<file path="src/rtl/dif_pkg.sv">
// Operation
// - three selects decode binary, bit2 most significant
// - selected data set supplies speed, ramp, torque
// - per-output polarity: active closed or open
// - function 1 speed pulse, twelve per rev
// - function 2 active while alarm present
// - function 3 active while motor energized
// - function 4 active inside speed window while motor running
// - function 5 active above over threshold
// - function 6 pulses the alarm code
// - function 7 energized, then alarm pulses
// - function 11 active while motor operating
// - function 12 active during CCW rotation
// - function 15 window but off when stationary
// - function 16 window, gated after stop
// - function 13 drives holding brake, high-current
// - function 0 holds output inactive
// - run command from lines or network
// - source 0 takes potentiometer speed
// - alarm removes drive and flags alarm
package dif_pkg;
  // clock rate
  localparam int CLK_MHZ = 10;
  // field widths
  localparam int SPEED_W = 14;           // speed in r/min, up to 10000
  localparam int RAMP_W = 16;            // accel/decel time
  localparam int TORQUE_W = 8;           // torque limit
  localparam int FUNC_W = 5;             // output function code
  localparam int CODE_W = 4;             // alarm code
  localparam int SRC_W = 3;              // command source selector
  localparam int SEL_W = 3;              // operation data number
  localparam int NUM_SETS = 8;           // stored operation data sets
  localparam int NUM_OUT = 5;            // Y1, Y2, YH, OUT1, OUT2
  localparam int FIRST_HC = 3;           // first high-current output index
  // output function codes
  localparam logic [FUNC_W-1:0] FN_UNUSED = 5'h00;
  localparam logic [FUNC_W-1:0] FN_SPEED_PULSE = 5'h01;
  localparam logic [FUNC_W-1:0] FN_ALARM = 5'h02;
  localparam logic [FUNC_W-1:0] FN_ENERGIZED = 5'h03;
  localparam logic [FUNC_W-1:0] FN_REACHED = 5'h04;
  localparam logic [FUNC_W-1:0] FN_OVER = 5'h05;
  localparam logic [FUNC_W-1:0] FN_ALARM_PULSE = 5'h06;
  localparam logic [FUNC_W-1:0] FN_ENERGIZED_OR_ALARM = 5'h07;
  localparam logic [FUNC_W-1:0] FN_RUN = 5'h0b;
  localparam logic [FUNC_W-1:0] FN_DIR = 5'h0c;
  localparam logic [FUNC_W-1:0] FN_BRAKE = 5'h0d;
  localparam logic [FUNC_W-1:0] FN_REACHED_MOVING = 5'h0f;
  localparam logic [FUNC_W-1:0] FN_REACHED_OR_OVER = 5'h10;
  // command source values
  localparam logic [SRC_W-1:0] SRC_POT = 3'h0;
  localparam logic [SRC_W-1:0] SRC_ANALOG = 3'h4;
  // reset values
  localparam logic [SEL_W-1:0] SEL_RESET = 3'h0;
  localparam logic [SPEED_W-1:0] SPEED_RESET = 14'h0000;
  localparam logic [RAMP_W-1:0] RAMP_RESET = 16'h0000;
  localparam logic [TORQUE_W-1:0] TORQUE_RESET = 8'h00;
  // alarm pulse timing, in microseconds
  localparam int ALM_HALF_US = 5000;     // high and low time of one code pulse
  localparam int ALM_GAP_US = 20000;     // pause between two code bursts
  localparam int ALM_HALF_CYC = ALM_HALF_US * CLK_MHZ;
  localparam int ALM_GAP_CYC = ALM_GAP_US * CLK_MHZ;
  localparam int TIMER_W = 24;           // holds the longest timing count
endpackage : dif_pkg

</file>
<file path="src/rtl/dif_alarm_pulse.sv">
`timescale 1ns/1ps
module dif_alarm_pulse #(
  parameter int HALF_CYC = dif_pkg::ALM_HALF_CYC,  // code pulse high and low time
  parameter int GAP_CYC = dif_pkg::ALM_GAP_CYC     // pause after each burst
) (
  input wire logic clk,
  input wire logic rst,
  input wire logic alarm,
  input wire logic [dif_pkg::CODE_W-1:0] code,
  output logic pulse
);
  import dif_pkg::*;

  typedef enum logic [1:0] {DIFP_IDLE, DIFP_HIGH, DIFP_LOW, DIFP_GAP} difp_state_e;

  difp_state_e state;                     // burst sequencer
  logic [TIMER_W-1:0] timer;              // cycles left in current phase
  logic [CODE_W-1:0] left;                // pulses still to send in burst

  // burst = code pulses then a gap; code latched per burst so a change
  // mid-burst never produces a mangled count
  always_ff @(posedge clk) begin
    if (rst || !alarm) begin
      state <= DIFP_IDLE;
      timer <= '0;
      left <= '0;
      pulse <= 1'b0;
    end else begin
      case (state)
        DIFP_IDLE: begin
          left <= code;
          pulse <= 1'b0;
          timer <= TIMER_W'(GAP_CYC - 1);
          state <= DIFP_GAP;
          if (code != '0) begin
            pulse <= 1'b1;
            left <= code - 1'b1;
            timer <= TIMER_W'(HALF_CYC - 1);
            state <= DIFP_HIGH;
          end
        end
        DIFP_HIGH: begin
          if (timer == '0) begin
            pulse <= 1'b0;
            timer <= TIMER_W'(HALF_CYC - 1);
            state <= DIFP_LOW;
          end else begin
            timer <= timer - 1'b1;
          end
        end
        DIFP_LOW: begin
          if (timer != '0) begin
            timer <= timer - 1'b1;
          end else if (left != '0) begin // more pulses in this burst
            left <= left - 1'b1;
            pulse <= 1'b1;
            timer <= TIMER_W'(HALF_CYC - 1);
            state <= DIFP_HIGH;
          end else begin
            timer <= TIMER_W'(GAP_CYC - 1);
            state <= DIFP_GAP;
          end
        end
        DIFP_GAP: begin
          if (timer == '0) begin
            state <= DIFP_IDLE;
          end else begin
            timer <= timer - 1'b1;
          end
        end
        default: begin
          state <= DIFP_IDLE;
        end
      endcase
    end
  end
endmodule : dif_alarm_pulse

</file>
<file path="src/rtl/dif_top.sv">
`timescale 1ns/1ps
module dif_top #(
  parameter int ALM_HALF_CYC = dif_pkg::ALM_HALF_CYC,  // code pulse half period
  parameter int ALM_GAP_CYC = dif_pkg::ALM_GAP_CYC     // pause between bursts
) (
  input wire logic CLK,
  input wire logic RST,
  // operation data number selects, from the controller
  input wire logic INDEX_SEL_BIT0,
  input wire logic INDEX_SEL_BIT1,
  input wire logic INDEX_SEL_BIT2,
  // operation data table write port
  input wire logic DATA_WR,
  input wire logic [dif_pkg::SEL_W-1:0] DATA_WR_NO,
  input wire logic [dif_pkg::SPEED_W-1:0] DATA_WR_SPEED,
  input wire logic [dif_pkg::RAMP_W-1:0] DATA_WR_RAMP,
  input wire logic [dif_pkg::TORQUE_W-1:0] DATA_WR_TORQUE,
  // speed command source and analog speed values
  input wire logic [dif_pkg::SRC_W-1:0] CMD_SOURCE,
  input wire logic [dif_pkg::SPEED_W-1:0] ONBOARD_POTENTIOMETER,
  input wire logic [dif_pkg::SPEED_W-1:0] ANALOG_SPEED,
  // run command sources
  input wire logic RUN_CMD_IO,
  input wire logic RUN_CMD_NET,
  input wire logic RUN_FROM_NET,
  // motor status from the drive core
  input wire logic MOTOR_ENERGIZED,
  input wire logic MOTOR_RUNNING,
  input wire logic DIR_CCW,
  input wire logic HALL_EDGE,
  input wire logic [dif_pkg::SPEED_W-1:0] MEAS_SPEED,
  input wire logic [dif_pkg::SPEED_W-1:0] REACH_BAND,
  input wire logic [dif_pkg::SPEED_W-1:0] OVER_SPEED,
  input wire logic ALARM_PRESENT,
  input wire logic [dif_pkg::CODE_W-1:0] ALARM_CODE,
  // output configuration, one field per output
  input wire logic [dif_pkg::NUM_OUT*dif_pkg::FUNC_W-1:0] OUT_FUNC,
  input wire logic [dif_pkg::NUM_OUT-1:0] OUT_ACTIVE_OPEN,
  // results
  output logic [dif_pkg::SEL_W-1:0] DATA_NO,
  output logic [dif_pkg::SPEED_W-1:0] SEL_SPEED,
  output logic [dif_pkg::RAMP_W-1:0] SEL_RAMP,
  output logic [dif_pkg::TORQUE_W-1:0] SEL_TORQUE,
  output logic [dif_pkg::SPEED_W-1:0] CMD_SPEED,
  output logic RUN_REQUEST,
  output logic MOTOR_DRIVE_EN,
  output logic ALARM_ACTIVE_OUTPUT,
  output logic [dif_pkg::NUM_OUT-1:0] OUT_CLOSED
);
  import dif_pkg::*;

  // select synchroniser stages; stage one feeds stage two only
  logic [SEL_W-1:0] sel_meta;
  logic [SEL_W-1:0] sel_sync;

  // operation data storage, one entry per data number
  logic [SPEED_W-1:0] set_speed [NUM_SETS];
  logic [RAMP_W-1:0] set_ramp [NUM_SETS];
  logic [TORQUE_W-1:0] set_torque [NUM_SETS];

  // derived status
  logic speed_pulse_output;               // toggles on each commutation edge
  logic alarm_code_pulse_output;          // alarm code burst pattern
  logic [SPEED_W-1:0] speed_diff;         // distance from target speed
  logic speed_reached;                    // motor running and inside the window
  logic speed_over;                       // above over threshold
  logic stopped_after_cmd;                // a stop command has been seen
  logic run_cmd;                          // selected run command
  logic run_cmd_d;                        // previous run command, for edges
  logic holding_brake_output;             // high = brake released
  logic [NUM_OUT-1:0] func_state;         // logical state before polarity

  // two-flop synchroniser on the selects, bit2 most significant
  always_ff @(posedge CLK) begin
    if (RST) begin
      sel_meta <= SEL_RESET;
      sel_sync <= SEL_RESET;
    end else begin
      sel_meta <= {INDEX_SEL_BIT2, INDEX_SEL_BIT1, INDEX_SEL_BIT0};
      sel_sync <= sel_meta;
    end
  end

  // data table write; table is not reset, software loads it after power up
  always_ff @(posedge CLK) begin
    if (DATA_WR) begin
      set_speed[DATA_WR_NO] <= DATA_WR_SPEED;
      set_ramp[DATA_WR_NO] <= DATA_WR_RAMP;
      set_torque[DATA_WR_NO] <= DATA_WR_TORQUE;
    end
  end

  // the selected set drives the speed, ramp and torque outputs
  always_ff @(posedge CLK) begin
    if (RST) begin
      DATA_NO <= SEL_RESET;
      SEL_SPEED <= SPEED_RESET;
      SEL_RAMP <= RAMP_RESET;
      SEL_TORQUE <= TORQUE_RESET;
    end else begin
      DATA_NO <= sel_sync;
      SEL_SPEED <= set_speed[sel_sync];
      SEL_RAMP <= set_ramp[sel_sync];
      SEL_TORQUE <= set_torque[sel_sync];
    end
  end

  // speed command source; ramp and torque still come from the data set
  always_ff @(posedge CLK) begin
    if (RST) begin
      CMD_SPEED <= SPEED_RESET;
    end else begin
      case (CMD_SOURCE)
        SRC_POT: begin
          CMD_SPEED <= ONBOARD_POTENTIOMETER;
        end
        SRC_ANALOG: begin
          CMD_SPEED <= ANALOG_SPEED;
        end
        default: begin
          CMD_SPEED <= set_speed[sel_sync];
        end
      endcase
    end
  end

  // run command from discrete line or network virtual input
  assign run_cmd = RUN_FROM_NET ? RUN_CMD_NET : RUN_CMD_IO;

  // an alarm forces the drive off so the motor coasts
  always_ff @(posedge CLK) begin
    if (RST) begin
      RUN_REQUEST <= 1'b0;
      MOTOR_DRIVE_EN <= 1'b0;
      ALARM_ACTIVE_OUTPUT <= 1'b0;
    end else begin
      RUN_REQUEST <= run_cmd;
      MOTOR_DRIVE_EN <= run_cmd && !ALARM_PRESENT;
      ALARM_ACTIVE_OUTPUT <= ALARM_PRESENT;
    end
  end

  // remembers a stop command until the next run command
  always_ff @(posedge CLK) begin
    if (RST) begin
      run_cmd_d <= 1'b0;
      stopped_after_cmd <= 1'b1;
    end else begin
      run_cmd_d <= run_cmd;
      if (run_cmd && !run_cmd_d) begin
        stopped_after_cmd <= 1'b0;
      end else if (!run_cmd && run_cmd_d) begin
        stopped_after_cmd <= 1'b1;
      end
    end
  end

  // speed pulse: one half period per commutation edge, so the pulse
  // count per revolution follows the pole count on its own
  always_ff @(posedge CLK) begin
    if (RST) begin
      speed_pulse_output <= 1'b0;
    end else if (HALL_EDGE) begin
      speed_pulse_output <= !speed_pulse_output;
    end
  end

  // speed window and over-speed comparators
  assign speed_diff = (MEAS_SPEED >= CMD_SPEED) ? (MEAS_SPEED - CMD_SPEED)
                                                : (CMD_SPEED - MEAS_SPEED);
  assign speed_reached = MOTOR_RUNNING && (speed_diff <= REACH_BAND);
  assign speed_over = MEAS_SPEED > OVER_SPEED;

  // brake released only while powered and alarm free; locked otherwise
  assign holding_brake_output = MOTOR_ENERGIZED && !ALARM_PRESENT;

  // alarm code pulse generator
  dif_alarm_pulse #(
    .HALF_CYC(ALM_HALF_CYC),
    .GAP_CYC(ALM_GAP_CYC)
  ) u_alarm_pulse (
    .clk(CLK),
    .rst(RST),
    .alarm(ALARM_PRESENT),
    .code(ALARM_CODE),
    .pulse(alarm_code_pulse_output)
  );

  // per-output function mux and polarity stage
  genvar gi;
  generate
    for (gi = 0; gi < NUM_OUT; gi++) begin : g_out
      logic [FUNC_W-1:0] fn;              // this output's function code
      assign fn = OUT_FUNC[gi*FUNC_W +: FUNC_W];

      // logical state of the assigned function
      always_comb begin
        case (fn)
          FN_UNUSED: begin
            func_state[gi] = 1'b0;
          end
          FN_SPEED_PULSE: begin
            func_state[gi] = speed_pulse_output;
          end
          FN_ALARM: begin
            func_state[gi] = ALARM_PRESENT;
          end
          FN_ENERGIZED: begin
            func_state[gi] = MOTOR_ENERGIZED;
          end
          FN_REACHED: begin
            func_state[gi] = speed_reached;
          end
          FN_OVER: begin
            func_state[gi] = speed_over;
          end
          FN_ALARM_PULSE: begin
            func_state[gi] = ALARM_PRESENT && alarm_code_pulse_output;
          end
          FN_ENERGIZED_OR_ALARM: begin
            func_state[gi] = ALARM_PRESENT ? alarm_code_pulse_output : MOTOR_ENERGIZED;
          end
          FN_RUN: begin
            func_state[gi] = MOTOR_RUNNING;
          end
          FN_DIR: begin
            func_state[gi] = MOTOR_RUNNING && DIR_CCW;
          end
          FN_BRAKE: begin
            // brake coil needs current, so low-current outputs ignore it
            func_state[gi] = (gi >= FIRST_HC) && holding_brake_output;
          end
          FN_REACHED_MOVING: begin
            func_state[gi] = (MEAS_SPEED != '0) && speed_reached;
          end
          FN_REACHED_OR_OVER: begin
            func_state[gi] = stopped_after_cmd ? (speed_over && speed_reached)
                                               : speed_reached;
          end
          default: begin
            func_state[gi] = 1'b0;        // codes with no function stay inactive
          end
        endcase
      end

      // polarity last, so every function shares one inversion point
      always_ff @(posedge CLK) begin
        if (RST) begin
          OUT_CLOSED[gi] <= 1'b0;
        end else begin
          OUT_CLOSED[gi] <= func_state[gi] ^ OUT_ACTIVE_OPEN[gi];
        end
      end
    end
  endgenerate
endmodule : dif_top

</file>
<file path="config.mk">
export PLATFORM = sky130hd
export DESIGN_NAME = dif_top
export DESIGN_NICKNAME = d
export VERILOG_FILES = /design/src/rtl/dif_pkg.sv /design/src/rtl/dif_alarm_pulse.sv /design/src/rtl/dif_top.sv
export SDC_FILE = /design/constraint.sdc
export NUM_CORES = 1
export LEC_CHECK = 0
export BUFFER_PORTS_ARGS = -buffer_cell sky130_fd_sc_hd__clkbuf_2
export CAP_MARGIN = 40
export CORE_ASPECT_RATIO = 1.2
export CORE_MARGIN = 2
export CORE_UTILIZATION = 63
export DETAILED_ROUTE_END_ITERATION = 6
export GPL_TIMING_DRIVEN = 0
export MAX_ROUTING_LAYER = met4
export PLACE_DENSITY = 0.84
export SYNTH_ARGS = -nofsm -noshare
export SYNTH_HDL_FRONTEND = slang
export SYNTH_SLANG_ARGS = --single-unit
</file>
<file path="constraint.sdc">
create_clock -name CLK -period 10.1 [get_ports CLK]
set_clock_uncertainty 0.2 [all_clocks]
set_input_delay 2.02 -clock CLK [delete_from_list [all_inputs] [get_ports CLK]]
set_output_delay 2.02 -clock CLK [all_outputs]
set_load 0.05 [all_outputs]
</file>
==> results of run 1 <==
[stage by stage]
stage | power [W] | cells
6_report | 0.00389 | 2009
5_1_grt | 0.00401 | 2008
4_1_cts | 0.00389 | 2006
3_5_place_dp | 0.00248 | 1934
3_3_place_gp | 0.00245 | 1911
2_1_floorplan | 0.00229 | 1309
[synth_stat cells, drive strengths merged, types with 4 or more instances]
master	count
nand4b	4
nor4	14
nand2b	28
a21o	22
nor3	23
mux2i	51
edfxtp	304
buf	26
mux4	76
o221ai	4
o41ai	4
xor2	21
o21ai	39
a22oi	5
nor2b	17
nand3	23
nor3b	5
o31ai	4
dfxtp	102
nand4	15
a31oi	10
or3	7
nand3b	5
inv	83
nor2	89
o2bb2ai	15
a21oi	77
mux2	4
a211oi	14
clkbuf	30
ha	66
or2	4
xnor2	12
nand2	70
[where the power goes]
part / switching (W) / internal [W]
sequential: 0.0000320 / 0.00186
clock: 0.000629 / 0.000800
combinational: 0.000360 / 0.000208
[cells in the final DEF, fill, tap and decap left out, types with 5 or more instances in the layout]
master	instances
a211oi_1	14
a21o_1	22
a21oi_1	75
a22oi_1	5
a31oi_1	10
buf_1	10
buf_16	6
buf_2	17
buf_4	7
clkbuf_1	39
clkbuf_16	40
clkbuf_2	217
clkinv_1	6
clkinv_2	8
dfxtp_1	102
edfxtp_1	304
ha_1	66
inv_1	83
mux2i_1	50
mux4_2	76
nand2_1	70
nand2b_1	28
nand3_1	22
nand3b_1	5
nand4_1	14
nor2_1	82
nor2_4	6
nor2b_1	17
nor3_1	21
nor3b_1	5
nor4_1	12
o21ai_0	37
o2bb2ai_1	15
or3_1	7
xnor2_1	12
xor2_1	21
[final cells by class]
type                    count  area (sq um)
clock buffers              51          1060
fillers                  1728          7160
clock inverters            21           176
multi-input cells         764          6470
well taps                 385           482
plain buffers              56           230
inverters                  83           312
repair buffers            240          1440
flip-flops and latches    406         11200
diodes                      3          7.51
[layer usage]
metal / GRT usage / wire length, um / part of all wire
met1: 0.378 / 17000 / 0.36
met4: 0.154 / 2130 / 0.045
met3: 0.0576 / 4080 / 0.086
met5: - / 0 / 0
met2: 0.551 / 24400 / 0.51
[worst min path at each step]
stage	start	endpoint	depth (start not counted)
detailed placement	sel_meta[2]$_SDFF_PP0_	sel_sync[2]$_SDFF_PP0_	1
finish	sel_meta[2]$_SDFF_PP0_	sel_sync[2]$_SDFF_PP0_	1
CTS	sel_meta[0]$_SDFF_PP0_	sel_sync[0]$_SDFF_PP0_	1
floorplan	sel_meta[0]$_SDFF_PP0_	sel_sync[0]$_SDFF_PP0_	1
global placement	sel_meta[0]$_SDFF_PP0_	sel_sync[0]$_SDFF_PP0_	1
global route	sel_meta[0]$_SDFF_PP0_	sel_sync[0]$_SDFF_PP0_	1
[cells by family (layout without fill, tap and decap cells)]
| group | count (synthesis) | after routing | share of synthesized area |
|---|---|---|---|
| other | 0 | 3 | 0 |
| AND/OR/NAND/NOR | 315 | 315 | 0.0870 |
| buffers and inverters | 139 | 451 | 0.0299 |
| AO/OA/AOI/OAI | 217 | 217 | 0.0777 |
| XOR/XNOR | 33 | 33 | 0.0159 |
| adder cells (fa/ha/maj) | 68 | 68 | 0.0478 |
| flip-flops | 406 | 406 | 0.616 |
| multiplexers | 131 | 131 | 0.125 |
[registers in the layout, summed over array words and instances, names as in the netlist]
register	flops
set_ramp	128
MOTOR_DRIVE_EN	1
speed_pulse_output	1
u_alarm_pulse.state	2
stopped_after_cmd	1
u_alarm_pulse.pulse	1
sel_sync	3
set_speed	112
DATA_NO	3
SEL_TORQUE	8
u_alarm_pulse.left	4
set_torque	64
SEL_RAMP	16
run_cmd_d	1
sel_meta	3
u_alarm_pulse.timer	24
SEL_SPEED	14
OUT_CLOSED	5
ALARM_ACTIVE_OUTPUT	1
CMD_SPEED	14
==> impl_metrics.toml, run 1 <==
[outcome]
status = "complete, no violations"

[cts]
h-tree-depth = 2
cts_resized = 0
cts_tree = "built"
cts_setup_buffers = 0
clock-sinks = 406
cts.clk_slew.worst_paths_ps = 60
clk-insertion-delay-late_ps = 550
ctsRootBufferMaster = "clkbuf_16"
numCtsBuffers = 39
postCtsHoldBufs = 0
clockBufferDepth = 3

[placed_design]
portBuffers = 217
dp_hpwl_um = 32300
post_dp_cell_area_sq_um = 20100
dp_worst_setup_slack_ps = 2780
gp_congestion = 0.911

[sta]
period_share = 0.676
slew_violations = 0
holdWs_ps = 261
setup_slack_ps = 3270
rsz0062_at_grt = "no"
fin_tns_setup_ps = 0
fmax_ghz = 0.146
hold_violations = 0
setup_viol = 0
worst_slew_pin_slew_ps = 919
fin_crit_ps = 6830
slew-limit-headroom = 0.387

[power_and_ir_drop]
p_per_area_nw_per_um2 = 182
p_leak_nw = 8.13
vdd_drop_max_uv = 220

[critical_path]
start_kind = "input pin"
worstSetupStartpoint = "MEAS_SPEED[11]"
worstPathRequired_ps = 10290
timing.rr.end = "OUT_CLOSED[1]$_SDFF_PP0_"
critPathCapture = "OUT_CLOSED[1]$_SDFF_PP0_"
path_cells = "clkbuf_2 > inv_1 > ha_1 > clkbuf_1 > nand4_1 > nor4_1 > nor2_1 > o221ai_4 > mux2i_1 > nor3_1 > nor4_2 > o21ai_1 > xor2_1 > ha_1 > nand4_1 > a211oi_1 > o31ai_1 > buf_2 > a2111oi_0 > xor2_1 > nor2_1"
crit_cells = 21
reg2reg_depth = 19
arrival_ps = 7020
worst-path-buf-inv = 4
cp_top_family = "compound AO/OA/AOI/OAI gates"
cpPeakStageDelay_ps = 540
r2r-start = "CMD_SPEED[3]$_SDFF_PP0_"
worst_path_max_delay_cell = "a2111oi_0"
critPathCaptureType = "register"
critPathMaxFanout = 9
path_class = "in2reg"
regToRegSetupSlack_ps = 4620

[global_route]
antenna_found_initial = 2
grt_pass1_vias = 12549
track_usage = 0.324
grt_max_degree = 21
grt_overflow = 0
grt_pass1_wl_um = 71400

[route]
drc = 0
vias = 12373
post_drt_wl_per_cell_um = 23.7
viasPerCell = 6.16
first_pass_iters = 7
detail-route-antenna-nets = 0
drt_wl_total_um = 47600
initialDrtViolationCount = 954

[die]
ios = 225
die-area_sq_um = 30100
die_h_um = 190
die_w_um = 159
rows = 68
core_sq_um = 28500
start_util = 0.636

[logic_synthesis]
yosysWarnings = 0
yosysSeqAreaShare = 0.616
synth-main-ff-cell = "edfxtp_1"
synth_seq_cells = 406
synthTopCellsByArea = "edfxtp_1 50%, dfxtp_1 11%, mux4_2 9.4%, ha_1 4.6%, mux2i_1 2.8%"
syn_inst = 1309
ys_types = 67
synth_top_area_frac = 0.504
synth_edf_count = 304
syn-cell-area_sq_um = 18100
avgSynthCellArea_sq_um = 13.8
synth_largest_area_cell = "edfxtp_1"
ys_async_sr_fraction = 0
synth_nets = 1539

[cells_and_area]
layout-drive-gt1-share = 0.255
stdcell_area_sq_um = 21300
syn2layout_area_growth_pct = 17.8
final_core_util = 0.749
layout.nets = 1820

[run]
drv_cap = 0

[hold_path]
hp-class = "reg2reg"
No activity file was read; power rests on OpenSTA's default activity.
==> run 2, diff against run 1 <==
--- a/config.mk
+++ b/config.mk
@@ -9,11 +9,11 @@
 export CAP_MARGIN = 40
 export CORE_ASPECT_RATIO = 1.2
 export CORE_MARGIN = 2
-export CORE_UTILIZATION = 63
+export CORE_UTILIZATION = 53
 export DETAILED_ROUTE_END_ITERATION = 6
 export GPL_TIMING_DRIVEN = 0
 export MAX_ROUTING_LAYER = met4
-export PLACE_DENSITY = 0.84
+export PLACE_DENSITY = 0.75
 export SYNTH_ARGS = -nofsm -noshare
 export SYNTH_HDL_FRONTEND = slang
 export SYNTH_SLANG_ARGS = --single-unit
==> constraint.sdc (replaced) <==
create_clock -name CLK -period 5.77 [get_ports CLK]
set_clock_uncertainty 0.2 [all_clocks]
set_input_delay 1.154 -clock CLK [delete_from_list [all_inputs] [get_ports CLK]]
set_output_delay 1.154 -clock CLK [all_outputs]
set_load 0.05 [all_outputs]
==> run 2 against run 1 <==
Compared with the run above: register-to-register slack got worse by 3900 ps; sequential share of layout area fell by 0.40 points; sequential power rose by 75%; clock power rose by 80%; non-clock buffer count fell by 1; total power rose by 77%; die area rose by 18%; sequential cell count did not move; cell count rose by 3.5%; count of clock-buffer cells in the layout did not move; hold slack got worse by 6.6 ps.
==> impl_metrics.toml, run 2 (synthesis results as in run 1) <==
[outcome]
status = "complete, no violations"

[cts]
clk-insertion-delay-late_ps = 550
clock-sinks = 406
cts.clk_slew.worst_paths_ps = 60
h-tree-depth = 2
postCtsHoldBufs = 0
numCtsBuffers = 39
cts_tree = "built"
ctsRootBufferMaster = "clkbuf_16"
clockBufferDepth = 3

[route]
vias = 11841
viasPerCell = 5.70
post_drt_wl_per_cell_um = 21.1
initialDrtViolationCount = 882
drc = 0
drt_wl_total_um = 43900
first_pass_iters = 5
detail-route-antenna-nets = 0

[sta]
fin_crit_ps = 5560
worst_slew_pin_slew_ps = 859
period_share = 0.963
rsz0062_at_grt = "no"
slew_violations = 0
setup_viol = 0
fmax_ghz = 0.180
slew-limit-headroom = 0.427
hold_violations = 0

[global_route]
grt_pass1_vias = 11952
grt_max_degree = 22
grt_overflow = 0
track_usage = 0.253
grt_pass1_wl_um = 66800
antenna_found_initial = 4

[power_and_ir_drop]
vdd_drop_max_uv = 416
p_leak_nw = 8.17
p_per_area_nw_per_um2 = 319

[cells_and_area]
nFillCells = 2514
layout_common_cells = "304 x edfxtp_1, 220 x clkbuf_2, 102 x dfxtp_1, 83 x inv_1, 82 x nor2_1"
syn2layout_area_growth_pct = 18.7
reg.largest.list = "set_ramp x128, set_speed x112, set_torque x64"
layout-drive-gt1-share = 0.265
regMostFlops = "set_ramp"
final_common_cell = "edfxtp_1"
finalNonFillerCells = 2079
largest_register_ffs = 128
layout.nets = 1819
final_core_util = 0.635

[run]
drv_cap = 0

[die]
ios = 225
die-area_sq_um = 35700
die_h_um = 207
die_w_um = 173
start_util = 0.535
rows = 74
core_sq_um = 33900

[critical_path]
worstPathRequired_ps = 6030
critPathMaxFanout = 6
critPathCaptureType = "register"
arrival_ps = 5820
path_class = "in2reg"
start_kind = "input pin"

[placed_design]
gp_congestion = 0.934
portBuffers = 217
placed_cells = 2003
dp_hpwl_um = 31200

[hold_path]
hp-class = "reg2reg"
[run 2: metal layers]
metal	part of all wire	GRT usage
met1	0.40	0.301
met2	0.51	0.444
met3	0.062	0.0456
met4	0.027	0.0772
met5	0	-
[run 2: final cells by class]
class                   count  area [sq um]  area share
flip-flops and latches    406         11200       0.519
multi-input cells         764          6500       0.302
repair buffers            241          1430      0.0664
clock buffers              51          1090      0.0509
well taps                 456           571      0.0265
inverters                  83           312      0.0145
plain buffers              54           226      0.0105
clock inverters            21           203     0.00942
diodes                      3          7.51    0.000349
[run 2: worst paths after layout]
check                               start                  endpoint  slack, ps  cells after the start
setup / recovery            MEAS_SPEED[0]  OUT_CLOSED[0]$_SDFF_PP0_        210                     20
hold / removal     sel_meta[0]$_SDFF_PP0_    sel_sync[0]$_SDFF_PP0_        250                      1
setup reg to reg  CMD_SPEED[3]$_SDFF_PP0_  OUT_CLOSED[0]$_SDFF_PP0_        710                     19
hold reg to reg    sel_meta[0]$_SDFF_PP0_    sel_sync[0]$_SDFF_PP0_        250                      1
[run 2: critical path, cell delays in order]
cell and delay, ps:
clkbuf_2 110, inv_1 120, ha_1 200, inv_1 80
fa_1 450, a221oi_2 490, o221ai_4 250, buf_4 200
a211o_1 260, and3_1 180, nor4_2 260, o21ai_1 130
xor2_1 180, ha_1 340, nand4_1 160, or4_1 610
o31ai_4 140, a211oi_1 190, xor2_1 180, nor2_1 120
[run 2: timing repair]
item                                    4_1_cts  5_1_grt
buffers inserted                              0        3
pin swaps                                     0        1
endpoints found under the setup margin        4        5
resized for setup                             1        8
[run 2: stage by stage]
stage / setup TNS [ps] / setup WS [ps] / total power (W) / cell area, sq um / hold slack (ps)
after floorplan: 0 / 472 / 0.00401 / 18100 / 214
after global placement: -106380 / -1410 / 0.00430 / 19800 / 223
after detailed placement: -3250 / -735 / 0.00434 / 20200 / 231
after CTS: 0 / 103 / 0.00690 / 21500 / 257
after global routing: 0 / 0.307 / 0.00711 / 21500 / 263
final: 0 / 211 / 0.00687 / 21500 / 254
[run 2: report_power, final]
| part | switching (W) | internal, W | leakage, nW |
|---|---|---|---|
| sequential | 0.0000506 | 0.00326 | 3.60 |
| clock | 0.00109 | 0.00148 | 0.651 |
| combinational | 0.000622 | 0.000370 | 3.91 |
